File: config.mk
export PLATFORM = sky130hd
export DESIGN_NAME = erxbc_status
export DESIGN_NICKNAME = d
export VERILOG_FILES = /design/src/logic/erxbc_pkg.sv /design/src/logic/erxbc_status.sv
export SDC_FILE = /design/constraint.sdc
export NUM_CORES = 1
export LEC_CHECK = 0
export BUFFER_PORTS_ARGS = -buffer_cell sky130_fd_sc_hd__buf_2
export CAP_MARGIN = 10
export CORE_ASPECT_RATIO = 1.1
export CORE_UTILIZATION = 52
export DETAILED_ROUTE_END_ITERATION = 16
export GPL_TIMING_DRIVEN = 0
export PLACE_DENSITY = 0.79
export SETUP_SLACK_MARGIN = 0.4
export SLEW_MARGIN = 15
export SYNTH_ARGS = -nofsm -noshare
export SYNTH_HDL_FRONTEND = slang
export SYNTH_SLANG_ARGS = --single-unit
export TNS_END_PERCENT = 5
File: constraint.sdc
create_clock -name clk -period 2.9 [get_ports clk]
set_input_delay 0.58 -clock clk [delete_from_list [all_inputs] [get_ports clk]]
set_output_delay 0.58 -clock clk [all_outputs]
set_load 0.01 [all_outputs]
File: src/logic/erxbc_pkg.sv
// shared constants for the receive buffer count status block
package erxbc_pkg;
    // register byte offsets
    localparam logic [7:0] ERXBC_OFS_STATUS = 8'h00;
    localparam logic [7:0] ERXBC_OFS_CTRL = 8'h04;
    localparam logic [7:0] ERXBC_OFS_RXSTART = 8'h08;
    localparam logic [7:0] ERXBC_OFS_IRQ_STAT = 8'h0c;
    localparam logic [7:0] ERXBC_OFS_IRQ_EN = 8'h10;
    localparam logic [7:0] ERXBC_OFS_IRQ_CLR = 8'h14;
    // status field positions
    localparam int ERXBC_CNT_LSB = 16;
    localparam int ERXBC_CNT_MSB = 23;
    localparam int ERXBC_MOD_BIT = 7;
    localparam int ERXBC_TX_BIT = 6;
    localparam int ERXBC_RX_BIT = 5;
    // control field positions
    localparam int ERXBC_CTRL_DEC_BIT = 0;
    localparam int ERXBC_CTRL_AFC_BIT = 1;
    localparam int ERXBC_CTRL_ON_BIT = 15;
    // interrupt status / enable / clear positions
    localparam int ERXBC_IRQ_PEND_BIT = 0;
    localparam int ERXBC_IRQ_SAT_BIT = 1;
    // count limits and reset values
    localparam logic [7:0] ERXBC_CNT_MAX = 8'hff;
    localparam logic [7:0] ERXBC_CNT_RST = 8'h00;
    localparam logic [31:0] ERXBC_RXSTART_RST = 32'h0000_0000;
    localparam logic [1:0] ERXBC_RESP_OKAY = 2'b00;
    localparam logic [1:0] ERXBC_RESP_SLVERR = 2'b10;
endpackage

File: src/logic/erxbc_status.sv
// receive buffer count and ethernet status register block with axi4-lite slave
//
// Design decisions made here: the AXI4-Lite interface to the registers and the register addresses.
`timescale 1ns/1ps

//////////////////////////////////////////////////////////////////////////////
// Summary of operation
// each received packet adds its descriptor count to the buffer count in status bits 23:16.
// software writes the decrement control bit once per descriptor it has consumed.
// an increment at count 0xff leaves the count at 0xff.
// a decrement at count zero is ignored.
// an increment and a decrement in the same cycle leave the count unchanged.
// with flow control on, receive halts while the count is 0xff until software lowers it.
// with flow control off, receive keeps running and the count saturates at 0xff.
// packet pending is high while the count is non-zero and interrupts only when enabled.
// any write to the receive start address register clears the count.
// turning the module off leaves the count intact and still decrementable.
// module active bit 7 is high while on or while finishing a transaction, low when idle.
// transmit active bit 6 is high during transmission and cleared when the module is off.
// transmit active falling does not imply a transmit done event.
// packet pending clears only by reset, decrements or a receive start address write; direct writes do nothing.
// receive active bit 5 is high while a packet is received, cleared when the module is off.
module erxbc_status
    import erxbc_pkg::*;
(
    // clock and reset
    input wire logic clk,
    input wire logic rst_n,
    // axi4-lite write address
    input wire logic [7:0] s_axi_awaddr,
    input wire logic s_axi_awvalid,
    output logic s_axi_awready,
    // axi4-lite write data
    input wire logic [31:0] s_axi_wdata,
    input wire logic [3:0] s_axi_wstrb,
    input wire logic s_axi_wvalid,
    output logic s_axi_wready,
    // axi4-lite write response
    output logic [1:0] s_axi_bresp,
    output logic s_axi_bvalid,
    input wire logic s_axi_bready,
    // axi4-lite read address
    input wire logic [7:0] s_axi_araddr,
    input wire logic s_axi_arvalid,
    output logic s_axi_arready,
    // axi4-lite read data
    output logic [31:0] s_axi_rdata,
    output logic [1:0] s_axi_rresp,
    output logic s_axi_rvalid,
    input wire logic s_axi_rready,
    // receive engine side
    input wire logic rx_pkt_done,
    input wire logic [7:0] rx_pkt_desc_cnt,
    input wire logic rx_in_packet,
    output logic rx_halt,
    // transmit and engine activity
    input wire logic tx_in_packet,
    input wire logic engine_draining,
    // control outputs
    output logic module_on,
    output logic [31:0] rx_start_address,
    // interrupt
    output logic irq
);

    //////////////////////////////////////////////////////////////////////////
    // axi4-lite write path: address and data latched in either order

    logic aw_held_q, aw_held_d;
    logic w_held_q, w_held_d;
    logic [7:0] aw_addr_q, aw_addr_d;
    logic [31:0] w_data_q, w_data_d;
    logic [3:0] w_strb_q, w_strb_d;
    logic bvalid_q, bvalid_d;
    logic [1:0] bresp_q, bresp_d;

    wire aw_take = s_axi_awvalid && s_axi_awready;
    wire w_take = s_axi_wvalid && s_axi_wready;
    wire wr_fire = aw_held_q && w_held_q && !bvalid_q;
    wire [7:0] wr_word = {aw_addr_q[7:2], 2'b00};

    assign s_axi_awready = !aw_held_q && !bvalid_q;
    assign s_axi_wready = !w_held_q && !bvalid_q;
    assign s_axi_bvalid = bvalid_q;
    assign s_axi_bresp = bresp_q;

    wire sel_w_ctrl = wr_fire && (wr_word == ERXBC_OFS_CTRL);
    wire sel_w_start = wr_fire && (wr_word == ERXBC_OFS_RXSTART);
    wire sel_w_stat = wr_fire && (wr_word == ERXBC_OFS_STATUS);
    wire sel_w_irqs = wr_fire && (wr_word == ERXBC_OFS_IRQ_STAT);
    wire sel_w_en = wr_fire && (wr_word == ERXBC_OFS_IRQ_EN);
    wire sel_w_clr = wr_fire && (wr_word == ERXBC_OFS_IRQ_CLR);
    // status and irq status accept writes but ignore them
    wire wr_mapped = sel_w_ctrl | sel_w_start | sel_w_stat | sel_w_irqs | sel_w_en | sel_w_clr;

    always_comb begin
        aw_held_d = aw_held_q;
        w_held_d = w_held_q;
        aw_addr_d = aw_addr_q;
        w_data_d = w_data_q;
        w_strb_d = w_strb_q;
        bvalid_d = bvalid_q;
        bresp_d = bresp_q;
        if (aw_take) begin
            aw_held_d = 1'b1;
            aw_addr_d = s_axi_awaddr;
        end
        if (w_take) begin
            w_held_d = 1'b1;
            w_data_d = s_axi_wdata;
            w_strb_d = s_axi_wstrb;
        end
        if (wr_fire) begin
            aw_held_d = 1'b0;
            w_held_d = 1'b0;
            bvalid_d = 1'b1;
            bresp_d = wr_mapped ? ERXBC_RESP_OKAY : ERXBC_RESP_SLVERR;
        end else if (bvalid_q && s_axi_bready) begin
            bvalid_d = 1'b0;
        end
    end

    //////////////////////////////////////////////////////////////////////////
    // control register: on, auto flow control, self-clearing decrement

    logic on_q, on_d;
    logic afc_q, afc_d;
    logic [31:0] start_q, start_d;
    logic [1:0] irq_en_q, irq_en_d;

    // decrement is a strobe; it never stays set in the register
    wire sw_dec = sel_w_ctrl && w_strb_q[0] && w_data_q[ERXBC_CTRL_DEC_BIT];

    always_comb begin
        on_d = on_q;
        afc_d = afc_q;
        start_d = start_q;
        irq_en_d = irq_en_q;
        if (sel_w_ctrl && w_strb_q[1]) begin
            on_d = w_data_q[ERXBC_CTRL_ON_BIT];
        end
        if (sel_w_ctrl && w_strb_q[0]) begin
            afc_d = w_data_q[ERXBC_CTRL_AFC_BIT];
        end
        if (sel_w_start) begin
            for (int b = 0; b < 4; b++) begin
                if (w_strb_q[b]) begin
                    start_d[b*8 +: 8] = w_data_q[b*8 +: 8];
                end
            end
        end
        if (sel_w_en && w_strb_q[0]) begin
            irq_en_d = w_data_q[1:0];
        end
    end

    //////////////////////////////////////////////////////////////////////////
    // buffer count

    logic [7:0] cnt_q, cnt_d;
    wire hw_inc = rx_pkt_done && (rx_pkt_desc_cnt != 8'h00);
    wire [8:0] cnt_sum = {1'b0, cnt_q} + {1'b0, rx_pkt_desc_cnt};

    // count is not touched by the on bit, so it survives turn-off
    always_comb begin
        cnt_d = cnt_q;
        if (sel_w_start) begin
            cnt_d = ERXBC_CNT_RST;
        end else if (hw_inc && sw_dec) begin
            cnt_d = cnt_q;
        end else if (hw_inc) begin
            cnt_d = cnt_sum[8] ? ERXBC_CNT_MAX : cnt_sum[7:0];
        end else if (sw_dec && (cnt_q != ERXBC_CNT_RST)) begin
            cnt_d = cnt_q - 8'h01;
        end
    end

    wire pkt_pending = (cnt_q != ERXBC_CNT_RST);
    wire cnt_full = (cnt_q == ERXBC_CNT_MAX);
    // only halts with flow control on; otherwise dma runs on saturated
    assign rx_halt = afc_q && cnt_full;

    //////////////////////////////////////////////////////////////////////////
    // activity status: synchronous to clk, no pins here so no synchroniser

    wire mod_active = on_q || engine_draining;
    wire tx_active = on_q && tx_in_packet;
    wire rx_active = on_q && rx_in_packet;

    //////////////////////////////////////////////////////////////////////////
    // interrupt: sticky status, enable, write-one clear

    logic [1:0] irq_stat_q, irq_stat_d;
    logic pend_prev_q;
    wire [1:0] irq_evt = {hw_inc && (cnt_d == ERXBC_CNT_MAX) && !cnt_full,
                          pkt_pending && !pend_prev_q};
    wire [1:0] irq_clr = (sel_w_clr && w_strb_q[0]) ? w_data_q[1:0] : 2'b00;

    // set beats clear in the same cycle
    assign irq_stat_d = irq_evt | (irq_stat_q & ~irq_clr);
    assign irq = |(irq_stat_q & irq_en_q);

    //////////////////////////////////////////////////////////////////////////
    // axi4-lite read path

    logic rvalid_q, rvalid_d;
    logic [31:0] rdata_q, rdata_d;
    logic [1:0] rresp_q, rresp_d;
    wire [7:0] rd_word = {s_axi_araddr[7:2], 2'b00};
    wire ar_take = s_axi_arvalid && s_axi_arready;

    wire [31:0] status_word = {8'h00, cnt_q, 8'h00, mod_active, tx_active, rx_active, 5'h00};
    wire [31:0] ctrl_word = {16'h0000, on_q, 13'h0000, afc_q, 1'b0};

    assign s_axi_arready = !rvalid_q;
    assign s_axi_rvalid = rvalid_q;
    assign s_axi_rdata = rdata_q;
    assign s_axi_rresp = rresp_q;

    always_comb begin
        rvalid_d = rvalid_q;
        rdata_d = rdata_q;
        rresp_d = rresp_q;
        if (ar_take) begin
            rvalid_d = 1'b1;
            rresp_d = ERXBC_RESP_OKAY;
            unique case (rd_word)
                ERXBC_OFS_STATUS: rdata_d = status_word;
                ERXBC_OFS_CTRL: rdata_d = ctrl_word;
                ERXBC_OFS_RXSTART: rdata_d = start_q;
                ERXBC_OFS_IRQ_STAT: rdata_d = {30'h0, irq_stat_q};
                ERXBC_OFS_IRQ_EN: rdata_d = {30'h0, irq_en_q};
                ERXBC_OFS_IRQ_CLR: rdata_d = 32'h0000_0000;
                default: begin
                    rdata_d = 32'h0000_0000;
                    rresp_d = ERXBC_RESP_SLVERR;
                end
            endcase
        end else if (rvalid_q && s_axi_rready) begin
            rvalid_d = 1'b0;
        end
    end

    assign module_on = on_q;
    assign rx_start_address = start_q;

    //////////////////////////////////////////////////////////////////////////
    // state registers

    always_ff @(posedge clk) begin
        if (!rst_n) begin
            aw_held_q <= 1'b0;
            aw_addr_q <= 8'h00;
        end else begin
            aw_held_q <= aw_held_d;
            aw_addr_q <= aw_addr_d;
        end
    end

    always_ff @(posedge clk) begin
        if (!rst_n) begin
            w_held_q <= 1'b0;
            w_data_q <= 32'h0000_0000;
            w_strb_q <= 4'h0;
        end else begin
            w_held_q <= w_held_d;
            w_data_q <= w_data_d;
            w_strb_q <= w_strb_d;
        end
    end

    always_ff @(posedge clk) begin
        if (!rst_n) begin
            bvalid_q <= 1'b0;
            bresp_q <= ERXBC_RESP_OKAY;
        end else begin
            bvalid_q <= bvalid_d;
            bresp_q <= bresp_d;
        end
    end

    always_ff @(posedge clk) begin
        if (!rst_n) begin
            rvalid_q <= 1'b0;
            rresp_q <= ERXBC_RESP_OKAY;
        end else begin
            rvalid_q <= rvalid_d;
            rresp_q <= rresp_d;
        end
    end

    always_ff @(posedge clk) begin
        if (!rst_n) begin
            rdata_q <= 32'h0000_0000;
        end else begin
            rdata_q <= rdata_d;
        end
    end

    always_ff @(posedge clk) begin
        if (!rst_n) begin
            on_q <= 1'b0;
        end else begin
            on_q <= on_d;
        end
    end

    always_ff @(posedge clk) begin
        if (!rst_n) begin
            afc_q <= 1'b0;
        end else begin
            afc_q <= afc_d;
        end
    end

    always_ff @(posedge clk) begin
        if (!rst_n) begin
            start_q <= ERXBC_RXSTART_RST;
        end else begin
            start_q <= start_d;
        end
    end

    always_ff @(posedge clk) begin
        if (!rst_n) begin
            irq_en_q <= 2'b00;
        end else begin
            irq_en_q <= irq_en_d;
        end
    end

    always_ff @(posedge clk) begin
        if (!rst_n) begin
            cnt_q <= ERXBC_CNT_RST;
        end else begin
            cnt_q <= cnt_d;
        end
    end

    always_ff @(posedge clk) begin
        if (!rst_n) begin
            irq_stat_q <= 2'b00;
        end else begin
            irq_stat_q <= irq_stat_d;
        end
    end

    always_ff @(posedge clk) begin
        if (!rst_n) begin
            pend_prev_q <= 1'b0;
        end else begin
            pend_prev_q <= pkt_pending;
        end
    end

endmodule

# Word level (Yosys, flattened, before mapping)
# Cells that the tools add are included.
# W data, S select, Z words.
# totals
ff_bits,131
elab_cells,106
input_bits,71
output_inout_bits,76
# classes
bitwise_logic,10
reduce_logical,49
n_mux,13
n_addsub,2
n_eq_ne,12
# op_table
op,n
$pmux W32 S5,1
$mux W8,5
$logic_and A1 B1 Y1,29
$eq A6 B2 Y1 const B,4
$eq A6 B3 Y1 const B,4
$eq A8 B8 Y1 const B,2
$logic_not A8 Y1,2
$reduce_bool A8 Y1,2
$eq A6 B1 Y1 const B,2
$add A8 B8 Y9,1
$reduce_and A2 Y1,4
$sub A8 B1 Y8 const B,1
$logic_not A1 Y1,6
$mux W2,3
$reduce_or A6 Y1,1
$or A1 B1 Y1,5
$and A2 B2 Y2,2
$mux W1,4
$reduce_bool A2 Y1,2
$reduce_or A2 Y1,2
$not A2 Y2,1
$or A2 B2 Y2,1
$logic_or A1 B1 Y1,1
$not A1 Y1,1

# Longest topological paths before layout
# depth
word_depth,14
ltp_mapped,9
mapped_depth_nobuf,9

# Worst setup path before layout
# Ideal clock, no wire load.
# synth_timing
path_type,register to register
start,register cnt_q[1]
end,register irq_stat_q[1]
required_ns,2.804
arrival_ns,2.515
path_slack_ns,0.289
setup_time_ns,0.096
period_less_slack_ns,2.611
path_stages_with_launch,10
n_path_buf,0
cell_sequence,dfxtp_1 > inv_1 > ha_1 > nor4b_1 > a21boi_0 > mux2i_1 > o221a_2 > o211ai_1 > or4_4 > o41ai_2
# synth_via
elab_chain_cells,10
elab_cells_between_ends,15
classes_between,add/sub: 2; eq/ne: 2; mux: 5; bitwise: 1; reduce/logical: 5
# synth_rtl
item,line,text
"start, declared",erxbc_status.sv:160,"logic [7:0] cnt_q, cnt_d;"
"start signal, assigned",erxbc_status.sv:336,cnt_q <= cnt_d;
branches (longest 8 deep; another with $add A8 B8 Y9),n/a,
$logic_and A1 B1 Y1 *,erxbc_status.sv:195,"wire [1:0] irq_evt = {hw_inc && (cnt_d == ERXBC_CNT_MAX) && !cnt_full,"
$or A2 B2 Y2 *,erxbc_status.sv:200,assign irq_stat_d = irq_evt | (irq_stat_q & ~irq_clr);
"end signal, assigned",erxbc_status.sv:344,irq_stat_q <= irq_stat_d;
"end, declared",erxbc_status.sv:193,"logic [1:0] irq_stat_q, irq_stat_d;"
# Mark *: on every way between the ends.
# A chain may end at the register's enable or synchronous reset.

# Worst setup path after layout
# Same ends and word-level chain as after synthesis.

==> key figures <==
Outcome
  • Status: complete, no violations

Placed design
  • Hpwl dp: 11980 µm
  • Port bufs: 137
  • Gpl congestion: 0.8690
  • DP Worst Slack: -0.04717 ns

Logic synthesis
  • Count of different cell masters after synthesis: 61
  • Post-synth top flop: dfxtp_1
  • Yosys reg bits: 127
  • Mapped Area: 5480 µm²
  • Post-synth EDFFs: 0
  • Async SR Flop Fraction: 0%
  • Synthesis Warnings: 0
  • Post-Syn Instances: 686
  • Sequential share of the synthesized area: 46.39%
  • Syn_area_per_cell: 7.989 µm²

Timing
  • Fin crit share: 91.40%
  • Worst Tran Pin Value: 0.6906 ns
  • Fin Setup TNS: 0 ns
  • Rel. slew slack: 53.96%
  • Max Fclk: 377.3 MHz
  • Worst Skew: 0.009147 ns
  • # setup viols final: 0
  • Unrepaired setup endpoints after global routing: true
  • Tmin final: 2.651 ns
  • Final hold violation count: 0
  • Worst hold slack: 0.2258 ns
  • Final Max Tran Viols: 0
  • Final worst slack: 0.2494 ns

Min path
  • Hold Path Stages: 2
  • Tightest Hold Check Type: in -> reg
  • Hold path start: s_axi_rready
  • Worst Hold Endpoint: s_axi_rvalid

Pwr
  • Peak supply drop: 0.4637 mV
  • Sw Ratio: 27.81%
  • Tot Pwr: 4.432 mW
  • Int Power: 3.199 mW
  • Power density over the cells: 624.7 nW/µm²
  • P_sw: 1.232 mW
  • Logic pwr share: 13.2%
  • P_leak: 2.916 nW
  • Flop pwr share: 42.4%
  • Clk pwr share: 44.3%

Clocking
  • H-tree levels: 4
  • CTS Hold Buffers Added: 0
  • Clock latency on the worst-skew pair: 0.53 ns
  • Clock root buffer: clkbuf_8
  • Clock sink count: 127
  • Clk slew on worst S/H paths: 0.07 ns
  • CTS buffer count: 17
  • Max clock buf depth: 2
  • CTS tree: done

Setup path
  • WP data arrival: 3.07 ns
  • R2r worst-path depth: 8
  • R2r endpoint: irq_stat_q[1]
  • Worst setup path category: reg -> reg
  • Worst Path Max Fanout: 3
  • Critical path launch point type: flop
  • Crit. End Element: flop
  • FF-to-FF Start: cnt_q[1]
  • WP data required: 3.32 ns
  • Flop-to-flop setup slack: 0.25 ns

Cells and area
  • Nets: 938
  • Area growth syn-to-layout: 29.45%
  • N_diodes: 0
  • Commonest non-fill, non-tap cell in the layout: buf_2
  • Most frequent cells in the layout: buf_2, nand2_1, dfxtp_1, a21oi_1, nand3_1
  • Share of cells above drive strength 1: 25.12%

Global routing
  • Pin count of the biggest net entering global routing: 17
  • Grt ovf: 0
  • Total GRT Usage: 30.24%
  • First-pass GRT wire length: 25350 µm
  • Initial antenna violation count: 0
  • Vias in the first global route: 5247

Route
  • WL/cell: 16.13 µm
  • DRT Wirelength: 16260 µm
  • DR vias: 5667
  • Detail Route Antenna Nets: 0
  • First-pass DRT Iterations: 4
  • Vias per Instance: 5.622
  • DR DRC count: 0
  • Initial DRC Count: 344

Floorplan
  • Core region area: 10030 µm²
  • IO Pins: 147
  • Die width: 99.88 µm
  • Row Count: 38
  • Die area: 10950 µm²
  • Initial Util: 54.63%
  • Die Y-Extent: 109.7 µm

Job
  • Number of max-cap violations: 0
worst max-delay path by stage:
| stage | startpoint | endpoint | slack [ns] | depth (start not counted) |
|---|---|---|---|---|
| 2_1_floorplan | cnt_q[3] | irq_stat_q[1] | 0.41 | 7 |
| 3_3_place_gp | rx_pkt_desc_cnt[5] | irq_stat_q[1] | -0.1 | 8 |
| 3_5_place_dp | rx_pkt_desc_cnt[5] | irq_stat_q[1] | -0.05 | 8 |
| 4_1_cts | cnt_q[1] | irq_stat_q[1] | 0.27 | 10 |
| 5_1_grt | cnt_q[1] | irq_stat_q[1] | 0.18 | 10 |
| 6_report | cnt_q[1] | irq_stat_q[1] | 0.25 | 8 |
power groups by stage:
| stage | clock network [mW] | registers, mW | logic [mW] |
|---|---|---|---|
| floorplan | 0 | 1.90 | 0.356 |
| global placement | 0 | 1.91 | 0.497 |
| detailed placement | 0 | 1.92 | 0.512 |
| CTS | 1.97 | 1.88 | 0.560 |
| global route | 2.05 | 1.89 | 0.646 |
| finish | 1.96 | 1.88 | 0.586 |
cells in the mapped netlist (2+ instances only):
cell / count / area (µm²)
nand2_1: 134 / 503.0
dfxtp_1: 127 / 2542
a21oi_1: 119 / 595.6
nand3_1: 60 / 300.3
nor2_1: 57 / 214.0
clkbuf_1: 39 / 146.4
o21ai_0: 17 / 85.08
mux2i_1: 13 / 130.1
ha_1: 11 / 137.6
a22oi_1: 8 / 60.06
inv_1: 7 / 26.28
buf_1: 5 / 18.77
nand3b_1: 5 / 37.54
nor4_1: 5 / 31.28
xnor2_1: 5 / 43.79
nor3_1: 4 / 20.02
a211oi_1: 3 / 22.52
a21o_1: 3 / 22.52
a32oi_1: 3 / 26.28
and2_1: 3 / 18.77
nor2b_1: 3 / 18.77
nor4b_1: 3 / 26.28
or4_1: 3 / 22.52
a21boi_0: 2 / 15.01
a31oi_1: 2 / 12.51
buf_4: 2 / 15.01
mux2_2: 2 / 22.52
nand2b_1: 2 / 12.51
o21a_1: 2 / 15.01
o21bai_1: 2 / 15.01
o31ai_1: 2 / 15.01
or2_2: 2 / 12.51
or3_1: 2 / 12.51
or4_4: 2 / 22.52
logic make-up (layout without fill, tap and decap cells):
| family | count (synthesis) | after routing | synth area share, % |
|---|---|---|---|
| DFF | 127 | 127 | 46.39 |
| xor gates and xnor gates | 6 | 6 | 0.9589 |
| other | 1 | 2 | 0.06843 |
| muxes | 15 | 15 | 2.785 |
| adders and majority gates | 12 | 12 | 2.877 |
| buffers and inverters | 55 | 236 | 4.041 |
| and+or+nand+nor | 294 | 294 | 24.45 |
| AOI/OAI and AO/OA | 176 | 176 | 18.42 |
sequential cells by signal, indices dropped and copies added (netlist names), 2 cells and up:
register,flops
rx_start_address,32
s_axi_rdata,32
w_data_q,32
cnt_q,8
aw_addr_q,6
w_strb_q,4
irq_en_q,2
irq_stat_q,2
layer usage:
metal  up-vias  share of wire (%)  GRT usage [%]
li1       2726                  -              -
met1      2654                 41          37.33
met2       243                 49          51.38
met3        44                7.2          5.912
met4         0                2.9          13.45
met5         -                  0              0
worst max-delay path, cell delays in order, from the launching register on:
cell and delay [ns]:
dfxtp_4 0.35, buf_4 0.14, or4_4 0.49, or3_4 0.36, nor3_4 0.13, mux2i_1 0.09, a21o_1 0.21, or4_4 0.43
o41ai_2 0.35
through the flow:
| stage | instance area, µm² | utilization (%) | std cells |
|---|---|---|---|
| after floorplan | 5490 | - | 687 |
| after global placement | 6351 | 63.31 | 964 |
| after detailed placement | 6351 | 63.31 | 964 |
| after CTS | 7042 | 70.19 | 1006 |
| after global routing | 7094 | 70.72 | 1008 |
| final | 7094 | 70.72 | 1008 |
timing repair:
item / CTS / global route
pin swaps: 7 / 7
cloned: 0 / 0
buffers inserted: 10 / 2
gates resized for setup: 19 / 13
setup endpoints to repair: 34 / 37
cell type report:
cell class              count  area, µm²
repair buffers            149      779.5
inverters                   8      37.54
fillers                   791       2938
plain buffers              47      193.9
clock inverters            15      136.4
flip-flops and latches    127       2555
clock buffers              17      414.1
well taps                 140      175.2
multi-input cells         505       2803
Note: power is estimated with default switching activity, not from simulation.
